### config.mk
export PLATFORM = sky130hd
export DESIGN_NAME = smrg_top
export DESIGN_NICKNAME = d
export VERILOG_FILES = /design/src/inc/smrg_pkg.sv /design/src/verilog/smrg_rst_filter.sv /design/src/verilog/smrg_port_gate.sv /design/src/verilog/smrg_top.sv
export VERILOG_INCLUDE_DIRS = /design/src /design/src/inc
export SDC_FILE = /design/constraint.sdc
export NUM_CORES = 1
export LEC_CHECK = 0
export ABC_AREA = 1
export BUFFER_PORTS_ARGS = -buffer_cell sky130_fd_sc_hd__buf_4
export CAP_MARGIN = 20
export CORE_MARGIN = 8
export CORE_UTILIZATION = 43
export CTS_BUF_LIST = sky130_fd_sc_hd__clkbuf_2 sky130_fd_sc_hd__clkbuf_4 sky130_fd_sc_hd__clkbuf_8
export DETAILED_ROUTE_END_ITERATION = 10
export PLACE_DENSITY_LB_ADDON = 0.1
export SETUP_SLACK_MARGIN = 0.1
export SLEW_MARGIN = 20
export SYNTH_ARGS = -nofsm -noshare
export SYNTH_HDL_FRONTEND = slang
export SYNTH_SLANG_ARGS = --single-unit
### constraint.sdc
create_clock -name clk_sys -period 2.2 [get_ports clk_sys]
set_input_delay 0.11 -clock clk_sys [delete_from_list [all_inputs] [get_ports clk_sys]]
set_output_delay 0.11 -clock clk_sys [all_outputs]
set_load 0.1 [all_outputs]
### src/inc/smrg_defines.svh
// Timing, width and pin-position constants for the sleep and reset gating block.
// Assumes the system clock period given here matches clk_sys.
`ifndef SMRG_DEFINES_SVH
`define SMRG_DEFINES_SVH

// System clock period in ns (25 MHz)
`define SMRG_CLK_PERIOD_NS 40

// Least low time on the reset pin that must give a reset, in ns
`define SMRG_RST_MIN_NS 1500
// Rounded up to whole clock cycles
`define SMRG_RST_MIN_CYC ((`SMRG_RST_MIN_NS + `SMRG_CLK_PERIOD_NS - 1) / `SMRG_CLK_PERIOD_NS)

// Least start-up time of a stopped oscillator, in ns
`define SMRG_OSC_START_NS 4000
// Rounded up to whole clock cycles
`define SMRG_OSC_START_CYC ((`SMRG_OSC_START_NS + `SMRG_CLK_PERIOD_NS - 1) / `SMRG_CLK_PERIOD_NS)

// Counter width, enough for both counts above
`define SMRG_CNT_W 8

// Four 8-bit ports, flattened as A[7:0], B[15:8], C[23:16], D[31:24]
`define SMRG_PORT_W 32
// Test-access pins on port C that keep their pull-ups through reset
`define SMRG_TDI_BIT 21
`define SMRG_TMS_BIT 19
`define SMRG_TCK_BIT 18

`endif

### src/inc/smrg_pkg.sv
// Types shared by the sleep and reset gating block.
// Assumes smrg_defines.svh carries all numeric constants.
package smrg_pkg;

    // Software-selected sleep modes
    typedef enum logic [2:0] {
        SMRG_IDLE,
        SMRG_ADC_NR,
        SMRG_PWR_DOWN,
        SMRG_PWR_SAVE,
        SMRG_STANDBY,
        SMRG_EXT_STANDBY
    } smrg_mode_t;

    // Power sequencer states
    typedef enum logic [1:0] {
        SMRG_ST_RUN,
        SMRG_ST_SLEEP,
        SMRG_ST_WAKE,
        SMRG_ST_RESET
    } smrg_state_t;

endpackage

### src/verilog/smrg_rst_filter.sv
// Reset pin qualifier: synchronises the pin and asserts a reset after a
// minimum low time. Assumes clk_sys runs free; the pad tristate path does
// not depend on this module.
`timescale 1ns/10ps
`include "smrg_defines.svh"
module smrg_rst_filter
    import smrg_pkg::*;
(
    // Clock and reset
    input  wire logic clk_sys,
    input  wire logic rst_n,
    // Reset pin, asynchronous
    input  wire logic rst_pin_n,
    // Qualified reset, level
    output logic      pin_rst
);

    typedef struct packed {
        logic                   s1;
        logic                   s2;
        logic [`SMRG_CNT_W-1:0] cnt;
        logic                   hit;
    } smrg_filt_t;

    smrg_filt_t st_ff;
    smrg_filt_t nxt_st;

    localparam logic [`SMRG_CNT_W-1:0] MIN_CYC = `SMRG_CNT_W'(`SMRG_RST_MIN_CYC);

    // Low-time counter saturates so a held pin keeps the reset on
    always_comb begin
        nxt_st    = st_ff;
        nxt_st.s1 = rst_pin_n;
        nxt_st.s2 = st_ff.s1;
        if (!st_ff.s2) begin
            if (st_ff.cnt < MIN_CYC) begin
                nxt_st.cnt = st_ff.cnt + `SMRG_CNT_W'(1);
            end
        end else begin
            nxt_st.cnt = '0;
        end
        nxt_st.hit = (nxt_st.cnt >= MIN_CYC);
    end

    // Pin idles high, so the synchroniser resets high
    always_ff @(posedge clk_sys) begin
        if (!rst_n) begin
            st_ff <= '{s1: 1'b1, s2: 1'b1, cnt: '0, hit: 1'b0};
        end else begin
            st_ff <= nxt_st;
        end
    end

    assign pin_rst = st_ff.hit;
endmodule

### src/verilog/smrg_port_gate.sv
// Pad gating for the 32 general-purpose pins: output enables and pull-ups.
// Assumes pin_oe_req and pin_pull_req come from the port logic.
`timescale 1ns/10ps
`include "smrg_defines.svh"
module smrg_port_gate
    import smrg_pkg::*;
(
    // Clock and reset, used by checks only
    input  wire logic                    clk_sys,
    input  wire logic                    rst_n,
    // Reset condition
    input  wire logic                    rst_pin_n,
    input  wire logic                    chip_rst,
    input  wire logic                    jtag_en,
    // Port requests
    input  wire logic [`SMRG_PORT_W-1:0] pin_oe_req,
    input  wire logic [`SMRG_PORT_W-1:0] pin_pull_req,
    // Pads
    output logic      [`SMRG_PORT_W-1:0] pad_oe,
    output logic      [`SMRG_PORT_W-1:0] pad_pull_en
);

    logic in_rst;

    // Only these pins may keep a pull-up through reset, and only with test access on
    localparam logic [`SMRG_PORT_W-1:0] TAP_MASK = (`SMRG_PORT_W'(1) << `SMRG_TDI_BIT)
        | (`SMRG_PORT_W'(1) << `SMRG_TMS_BIT) | (`SMRG_PORT_W'(1) << `SMRG_TCK_BIT);

    // Raw pin path kept so pads float with no clock running
    assign in_rst = !rst_pin_n || chip_rst;

    // Per-pin gating
    genvar gi;
    generate
        for (gi = 0; gi < `SMRG_PORT_W; gi++) begin : g_pin
            localparam bit IS_TAP = (gi == `SMRG_TDI_BIT) || (gi == `SMRG_TMS_BIT)
                                 || (gi == `SMRG_TCK_BIT);
            assign pad_oe[gi] = pin_oe_req[gi] && !in_rst;
            if (IS_TAP) begin : g_tap
                assign pad_pull_en[gi] = (jtag_en) ? 1'b1
                                                   : (pin_pull_req[gi] && !in_rst);
            end else begin : g_gpio
                assign pad_pull_en[gi] = pin_pull_req[gi] && !in_rst;
            end
        end
    endgenerate
endmodule

### src/verilog/smrg_top.sv
// Sleep-mode sequencer and reset gating for an 8-bit controller.
// Assumes the CPU pulses sleep_req when it executes a sleep, and that the
// clock enables drive glitch-free gates downstream.
//
// Overview of operation
// - Six software-selected sleep modes gate clocks
// - Idle halts CPU, peripherals and interrupts run
// - Power-down stops oscillator, wakes on external/reset
// - Power-save keeps asynchronous timer running
// - Noise-reduction keeps only converter, asynchronous timer and oscillator
// - Standby keeps main oscillator running
// - Extended standby keeps oscillator and asynchronous timer
// - Long low reset pin gives reset
// - Port pins float while reset active
// - Test-access pull-ups stay on through reset
`timescale 1ns/10ps
`include "smrg_defines.svh"
module smrg_top
    import smrg_pkg::*;
(
    // Clock and reset
    input  wire logic                    clk_sys,
    input  wire logic                    rst_n,
    // Reset sources
    input  wire logic                    rst_pin_n,
    input  wire logic                    int_rst_req,
    // Sleep control from CPU
    input  wire logic                    sleep_req,
    input  wire smrg_mode_t              sleep_mode,
    // Wake sources
    input  wire logic                    ext_irq,
    input  wire logic                    atmr_irq,
    input  wire logic                    adc_irq,
    input  wire logic                    periph_irq,
    // Clock gating
    output logic                         cpu_clk_en,
    output logic                         io_clk_en,
    output logic                         adc_clk_en,
    output logic                         sram_clk_en,
    output logic                         atmr_clk_en,
    output logic                         osc_en,
    // Status
    output logic                         cpu_rst,
    output logic                         sleeping,
    output logic                         wake_pulse,
    // Pads
    input  wire logic                    jtag_en,
    input  wire logic [`SMRG_PORT_W-1:0] pin_oe_req,
    input  wire logic [`SMRG_PORT_W-1:0] pin_pull_req,
    output logic      [`SMRG_PORT_W-1:0] pad_oe,
    output logic      [`SMRG_PORT_W-1:0] pad_pull_en
);

    localparam logic [`SMRG_CNT_W-1:0] START_CYC = `SMRG_CNT_W'(`SMRG_OSC_START_CYC);

    typedef struct packed {
        smrg_state_t            state;
        smrg_mode_t             mode;
        logic                   irq_s1;
        logic                   irq_s2;
        logic [`SMRG_CNT_W-1:0] wcnt;
        logic                   cpu_clk_en;
        logic                   io_clk_en;
        logic                   adc_clk_en;
        logic                   sram_clk_en;
        logic                   atmr_clk_en;
        logic                   osc_en;
        logic                   cpu_rst;
        logic                   wake_pulse;
    } smrg_seq_t;

    smrg_seq_t st_ff;
    smrg_seq_t nxt_st;
    logic      pin_rst;
    logic      any_rst;
    logic      wake_hit;
    logic      osc_stopped;

    // Reset pin qualifier
    smrg_rst_filter u_rst_filter (
        .clk_sys   (clk_sys),
        .rst_n     (rst_n),
        .rst_pin_n (rst_pin_n),
        .pin_rst   (pin_rst)
    );

    // Pad gating, also acts on the raw pin for the clockless case
    smrg_port_gate u_port_gate (
        .clk_sys      (clk_sys),
        .rst_n        (rst_n),
        .rst_pin_n    (rst_pin_n),
        .chip_rst     (st_ff.cpu_rst),
        .jtag_en      (jtag_en),
        .pin_oe_req   (pin_oe_req),
        .pin_pull_req (pin_pull_req),
        .pad_oe       (pad_oe),
        .pad_pull_en  (pad_pull_en)
    );

    assign any_rst = pin_rst || int_rst_req;

    // Wake sources allowed in the selected mode
    always_comb begin
        case (st_ff.mode)
            SMRG_IDLE: begin
                wake_hit = st_ff.irq_s2 || atmr_irq || adc_irq || periph_irq;
            end
            SMRG_ADC_NR: begin
                wake_hit = st_ff.irq_s2 || atmr_irq || adc_irq;
            end
            SMRG_PWR_SAVE, SMRG_EXT_STANDBY: begin
                wake_hit = st_ff.irq_s2 || atmr_irq;
            end
            SMRG_PWR_DOWN, SMRG_STANDBY: begin
                wake_hit = st_ff.irq_s2;
            end
            default: begin
                wake_hit = st_ff.irq_s2;
            end
        endcase
    end

    // Stopped oscillator needs its start-up time; standby skips it
    assign osc_stopped = (st_ff.mode == SMRG_PWR_DOWN) || (st_ff.mode == SMRG_PWR_SAVE);

    // Sequencer and clock-gate decode
    always_comb begin
        logic sl;
        logic up;
        sl            = 1'b0;
        up            = 1'b0;
        nxt_st        = st_ff;
        nxt_st.irq_s1 = ext_irq;
        nxt_st.irq_s2 = st_ff.irq_s1;
        nxt_st.wake_pulse = 1'b0;
        if (any_rst) begin
            nxt_st.state = SMRG_ST_RESET;
        end else begin
            case (st_ff.state)
                SMRG_ST_RUN: begin
                    if (sleep_req) begin
                        nxt_st.mode  = sleep_mode;
                        nxt_st.state = SMRG_ST_SLEEP;
                    end
                end
                SMRG_ST_SLEEP: begin
                    if (wake_hit) begin
                        nxt_st.state = SMRG_ST_WAKE;
                        nxt_st.wcnt  = osc_stopped ? START_CYC - `SMRG_CNT_W'(1) : '0;
                    end
                end
                SMRG_ST_WAKE: begin
                    // Contents untouched: no reset on the way back
                    if (st_ff.wcnt == '0) begin
                        nxt_st.state      = SMRG_ST_RUN;
                        nxt_st.wake_pulse = 1'b1;
                    end else begin
                        nxt_st.wcnt = st_ff.wcnt - `SMRG_CNT_W'(1);
                    end
                end
                SMRG_ST_RESET: begin
                    nxt_st.state = SMRG_ST_RUN;
                end
                default: begin
                    nxt_st.state = SMRG_ST_RESET;
                end
            endcase
        end
        sl = (nxt_st.state == SMRG_ST_SLEEP);
        up = (nxt_st.state == SMRG_ST_RUN) || (nxt_st.state == SMRG_ST_RESET);
        // CPU clocked in reset so the core's synchronous reset lands
        nxt_st.cpu_clk_en  = up;
        nxt_st.io_clk_en   = up || (sl && nxt_st.mode == SMRG_IDLE);
        nxt_st.sram_clk_en = up || (sl && nxt_st.mode == SMRG_IDLE);
        nxt_st.adc_clk_en  = up || (sl && (nxt_st.mode == SMRG_IDLE
                                        || nxt_st.mode == SMRG_ADC_NR));
        nxt_st.atmr_clk_en = !sl || nxt_st.mode == SMRG_IDLE
                          || nxt_st.mode == SMRG_ADC_NR
                          || nxt_st.mode == SMRG_PWR_SAVE
                          || nxt_st.mode == SMRG_EXT_STANDBY;
        // Oscillator on while waking so it can settle
        nxt_st.osc_en      = !sl || nxt_st.mode == SMRG_IDLE
                          || nxt_st.mode == SMRG_ADC_NR
                          || nxt_st.mode == SMRG_STANDBY
                          || nxt_st.mode == SMRG_EXT_STANDBY;
        nxt_st.cpu_rst     = (nxt_st.state == SMRG_ST_RESET);
    end

    // Block reset leaves the chip in reset with the main clocks on
    always_ff @(posedge clk_sys) begin
        if (!rst_n) begin
            st_ff <= '{state: SMRG_ST_RESET, mode: SMRG_IDLE, irq_s1: 1'b0, irq_s2: 1'b0,
                       wcnt: '0, cpu_clk_en: 1'b1, io_clk_en: 1'b1, adc_clk_en: 1'b1,
                       sram_clk_en: 1'b1, atmr_clk_en: 1'b1, osc_en: 1'b1,
                       cpu_rst: 1'b1, wake_pulse: 1'b0};
        end else begin
            st_ff <= nxt_st;
        end
    end

    // Outputs straight from flops; sleeping is decoded from the state flops
    assign cpu_clk_en  = st_ff.cpu_clk_en;
    assign io_clk_en   = st_ff.io_clk_en;
    assign adc_clk_en  = st_ff.adc_clk_en;
    assign sram_clk_en = st_ff.sram_clk_en;
    assign atmr_clk_en = st_ff.atmr_clk_en;
    assign osc_en      = st_ff.osc_en;
    assign cpu_rst     = st_ff.cpu_rst;
    assign wake_pulse  = st_ff.wake_pulse;
    assign sleeping    = (st_ff.state == SMRG_ST_SLEEP);
endmodule

[Word level (Yosys, flattened, before mapping)]
Cells that the tools add are included.
Cells by class
  add/subtract/negate cells: 2
  $lt $le $gt $ge: 2
  equality and inequality tests: 15
  muxes and demuxes: 18
  bitwise gates (word level): 3
  reductions and logical operators: 94
Operators with widths (count)
  logical AND 1 bit: 66
  2-to-1 mux 8 bit: 4
  logical OR 1 bit: 16
  one-hot mux 8 bit (2 select lines): 1
  equality test 3 x 2 -> 1 bit, second input constant: 3
  equality test 3 bit, second input constant: 3
  adder 8 x 1 -> 8 bit, second input constant: 1
  >= comparator 8 x 6 -> 1 bit, second input constant: 1
  zero test 8 bit: 1
  < comparator 8 x 6 -> 1 bit, second input constant: 1
  one-hot mux 2 bit (4 select lines): 1
  subtractor 8 x 1 -> 8 bit, second input constant: 1
  2-to-1 mux 7 bit: 1
  equality test 2 bit, second input constant: 3
  equality test 3 x 1 -> 1 bit, second input constant: 2
  zero test 3 bit: 2
  2-to-1 mux 2 bit: 3
  2-to-1 mux 3 bit: 2
  2-to-1 mux 5 bit: 1
  equality test 2 x 1 -> 1 bit, second input constant: 2
  zero test 2 bit: 2
  2-to-1 mux 1 bit: 4
  AND reduction 4 bit: 1
  zero test 1 bit: 3
  other kinds (7): 9
Word-level totals
  flip-flop bits (word level): 33
  logic and storage cells: 150

[Depth between registers and ports, before layout]
  depth after elaboration: 13
  mapped depth: 11
  depth with buffers taken out: 11

[Hierarchy]
A second synthesis with hierarchy kept.
Second synthesis, totals
  cells, all modules: 367
  area, all modules: 2272.2 um2
By module, submodules not included
  smrg_top: times used 1, cells an instance 162, area each 1188.6 um2, seq. area each 440.4 um2
  smrg_port_gate: times used 1, cells an instance 137, area each 580.6 um2, seq. area each 0.0 um2
  smrg_rst_filter: times used 1, cells an instance 68, area each 503.0 um2, seq. area each 220.2 um2

[Worst setup path after synthesis]
Ideal clock, no wire load.
  kind: register -> output
  start: register st_ff (netlist bit cpu_rst)
  end: output port pad_pull_en[18]
  arrival time: 3.358 ns
  required time: 2.090 ns
  setup slack: -1.268 ns
  cell stages (with the launch flop): 4
  path buffers: 1
  cells stage by stage: dfxtp_1 -> or2_2 -> clkbuf_1 -> o21ai_0
On the way
  cells in the longest elaborated chain, start to end: 4
RTL lines
  start: declaration: line smrg_top.sv:72  | smrg_seq_t st_ff;
  start signal: assignment: line smrg_top.sv:192  | st_ff <= '{state: SMRG_ST_RESET, mode: SMRG_IDLE, irq_s1: 1'b0, irq_s2: 1'b0,
  start signal: assignment: line smrg_top.sv:197  | st_ff <= nxt_st;
  logical OR 1 bit: line smrg_port_gate.sv:30  | assign in_rst = !rst_pin_n || chip_rst;
  zero test 1 bit: line smrg_port_gate.sv:41  | : (pin_pull_req[gi] && !in_rst);
  logical AND 1 bit: line smrg_port_gate.sv:41
  2-to-1 mux 1 bit: line smrg_port_gate.sv:40  | assign pad_pull_en[gi] = (jtag_en) ? 1'b1
  end: declaration: line smrg_top.sv:51  | output logic [`SMRG_PORT_W-1:0] pad_pull_en
No other way between the ends.

[Worst setup path after layout]
  start: register st_ff (netlist bit cpu_rst)
  end: output port pad_oe[13]
On the way
  cells in the longest elaborated chain, start to end: 3
RTL lines
  logical OR 1 bit: line smrg_port_gate.sv:30
  zero test 1 bit: line smrg_port_gate.sv:38  | assign pad_oe[gi] = pin_oe_req[gi] && !in_rst;
  logical AND 1 bit: line smrg_port_gate.sv:38
  end: declaration: line smrg_top.sv:50  | output logic [`SMRG_PORT_W-1:0] pad_oe,
No other way between the ends.

==> reports/metrics.cfg <==
[outcome]
status=finished, final reports clean

[global_routing]
grt_overflow=0
gr-usage-all-layers_pct=21.1
grt_max_degree=36
grt_pass1_wl_um=12500
grt_pass1_vias=2609
antenna_found_initial=0

[drt]
wire_per_inst_um=14.1
wl_um=8120
drc=0
ant_nets=0
first_iter_violations=141
firstDrtPassIters=5
avgViaCountPerCell=4.45
via_count=2561

[place]
post-place-ws_ns=0.424
dp_hpwl_um=6870
io_buffers=149
place_congestion=0.829

[synthesis]
synth_area_sq_um=2130
synth_top_family_by_area=simple AND/OR/NAND/NOR gates
yosys.area_share.adder_pct=2.94
synth_xor_area_share_pct=2.06
synth_cell_types=27
ys_seq_area_share_pct=31.0
synth_compound_area_share_pct=6.64
synth-simple-area-share_pct=37.8
synth_cells=361
synthArstFlopShare_pct=0
synth.area.mux_share_pct=0
synth_area_per_cell_sq_um=5.90
synth-seq-cells=33
yosysWarningCount=0
syn_nets=443
synthFlopType=dfxtp_1
synth_edf_count=0

[die]
rows=25
io_pins=150
die_area_sq_um=7460
start_util_pct=44.8
die_height_um=86.4
core_sq_um=4750
die_w_um=86.4

[setup_path]
end_kind=output pin
start_kind=flip-flop
crit_type=reg -> out
arrival_ns=1.78
critical_path.max_fanout=35
worstReg2RegStart=st_ff[8]
crit_required_ns=2.09
worst_r2r_endpoint=cpu_rst
r2r_cells=9
r2r_slack_ns=0.39

[power]
leakage_nw=2.05
ir_drop_mv=0.350
p_seq_share_pct=31.7
pwr-share-comb_pct=44.9
finalPower_w=0.00200
p_per_area_nw_per_um2=552
p_int_w=0.00112
power.switching_w=0.000884
swShare_pct=44.2
clkPwrFrac_pct=23.5

[clock_tree]
cts_tree=done
clock-sinks=33
cts_resized=0
cts_buffers=5
cts_setup_buffers=0
clockBufferDepth=2
clk_latency_ns=0.28
cts_max_level=2
hold_buffers=0
cts_root_buffer=clkbuf_8
clk_pin_slew_ns=0.06

[timing]
whs_ns=0.0177
fmax_ghz=0.529
slew_headroom_pct=60.3
rsz0062_at_grt=no
finalSetupViolations=0
fin_ws_ns=0.309
worst_slew_pin_slew_ns=0.596
drv_slew=0
finalHoldViolCount=0
fin_crit_ns=1.89
fin_crit_sh_pct=85.9
skew_ns=0.00488

[cells_and_area]
final_common_cell=buf_4
nNetsFinal=590
layout_common_cells=buf_4, inv_1, nor2_2
syn2layout_area_growth_pct=70.2
diodes=0
fillCellCount=368
drive_gt1_share_pct=48.4

[hold_path]
worstHoldEndpoint=u_rst_filter.nxt_st[9]
hp-class=in -> reg
worstHoldStart=rst_pin_n
hold_path_depth=3

[job]
cap_violations=0

layer usage:
layer  global-route usage [%]  share of wire, %
met1                     21.0                37
met5                        0                 0
met4                     6.73               2.2
met2                     39.3                53
met3                     7.84               8.3
how the worst max path moves through the flow:
stage	slack (ns)	endpoint	from	cells past startpoint
after global routing	0.16	sram_clk_en	st_ff[8]	9
after floorplan	-0.09	pad_oe[10]	cpu_rst	4
after global placement	0.46	cpu_rst	st_ff[8]	9
after CTS	0.30	pad_oe[13]	cpu_rst	4
after detailed placement	0.42	cpu_rst	st_ff[8]	9
final	0.31	pad_oe[13]	cpu_rst	4
logic make-up (layout without fill, tap and decap cells):
kind of cell	after synthesis	after routing
adder cells (fa/ha/maj)	5	5
AND/OR/NAND/NOR	184	184
flip-flops	33	33
XOR/XNOR	5	5
buffers and inverters	110	257
AO/OA/AOI/OAI	24	24
state kept, by name (all words and copies together) (netlist names):
name                  cells
adc_clk_en                1
atmr_clk_en               1
cpu_clk_en                1
cpu_rst                   1
nxt_st                    1
osc_en                    1
sram_clk_en               1
st_ff                    14
u_rst_filter.nxt_st       1
u_rst_filter.pin_rst      1
u_rst_filter.st_ff        9
wake_pulse                1
final cells by class:
cell class,instances,area (sq um),share of cell area [%]
clock buffer,7,90.1,2.48
multi-input combinational,218,1270,35.1
inverter,99,372,10.2
tap,67,83.8,2.31
sequential,33,662,18.2
timing repair buffer,151,1150,31.6
power by group through the flow:
stage,sequential [W],clock (W),combinational (W)
after floorplan,0.000707,0,0.000594
after global routing,0.000635,0.000506,0.000944
after global placement,0.000646,0,0.000888
after detailed placement,0.000647,0,0.000897
after CTS,0.000634,0.000482,0.000901
final,0.000634,0.000470,0.000898
cell usage after synthesis (4+ instances only):
library cell | instances | area [sq um]
nand2_1 | 50 | 188
a21oi_1 | 9 | 45.0
inv_1 | 96 | 360
dfxtp_1 | 33 | 661
nand3_1 | 19 | 95.1
nor3_1 | 5 | 25.0
nor2_2 | 5 | 31.3
or2_2 | 4 | 25.0
nor2_1 | 87 | 327
ha_1 | 5 | 62.6
clkbuf_1 | 9 | 33.8
o21ai_0 | 8 | 40.0
nand4_1 | 4 | 25.0
per-stage QoR:
step / std cells / utilization (%) / area (sq um) / setup TNS [ns]
floorplan: 361 / - / 2350 / -4.64
global placement: 568 / 74.4 / 3540 / 0
detailed placement: 568 / 74.4 / 3540 / 0
CTS: 575 / 76.3 / 3630 / 0
global route: 575 / 76.3 / 3630 / 0
finish: 575 / 76.3 / 3630 / 0
critical path: stages, from the launching register on:
cell and delay (ns):
dfxtp_2 0.34, or2_4 0.51, buf_12 0.33, nor2_2 0.06, buf_4 0.23
(Power assumes the default switching activity.)
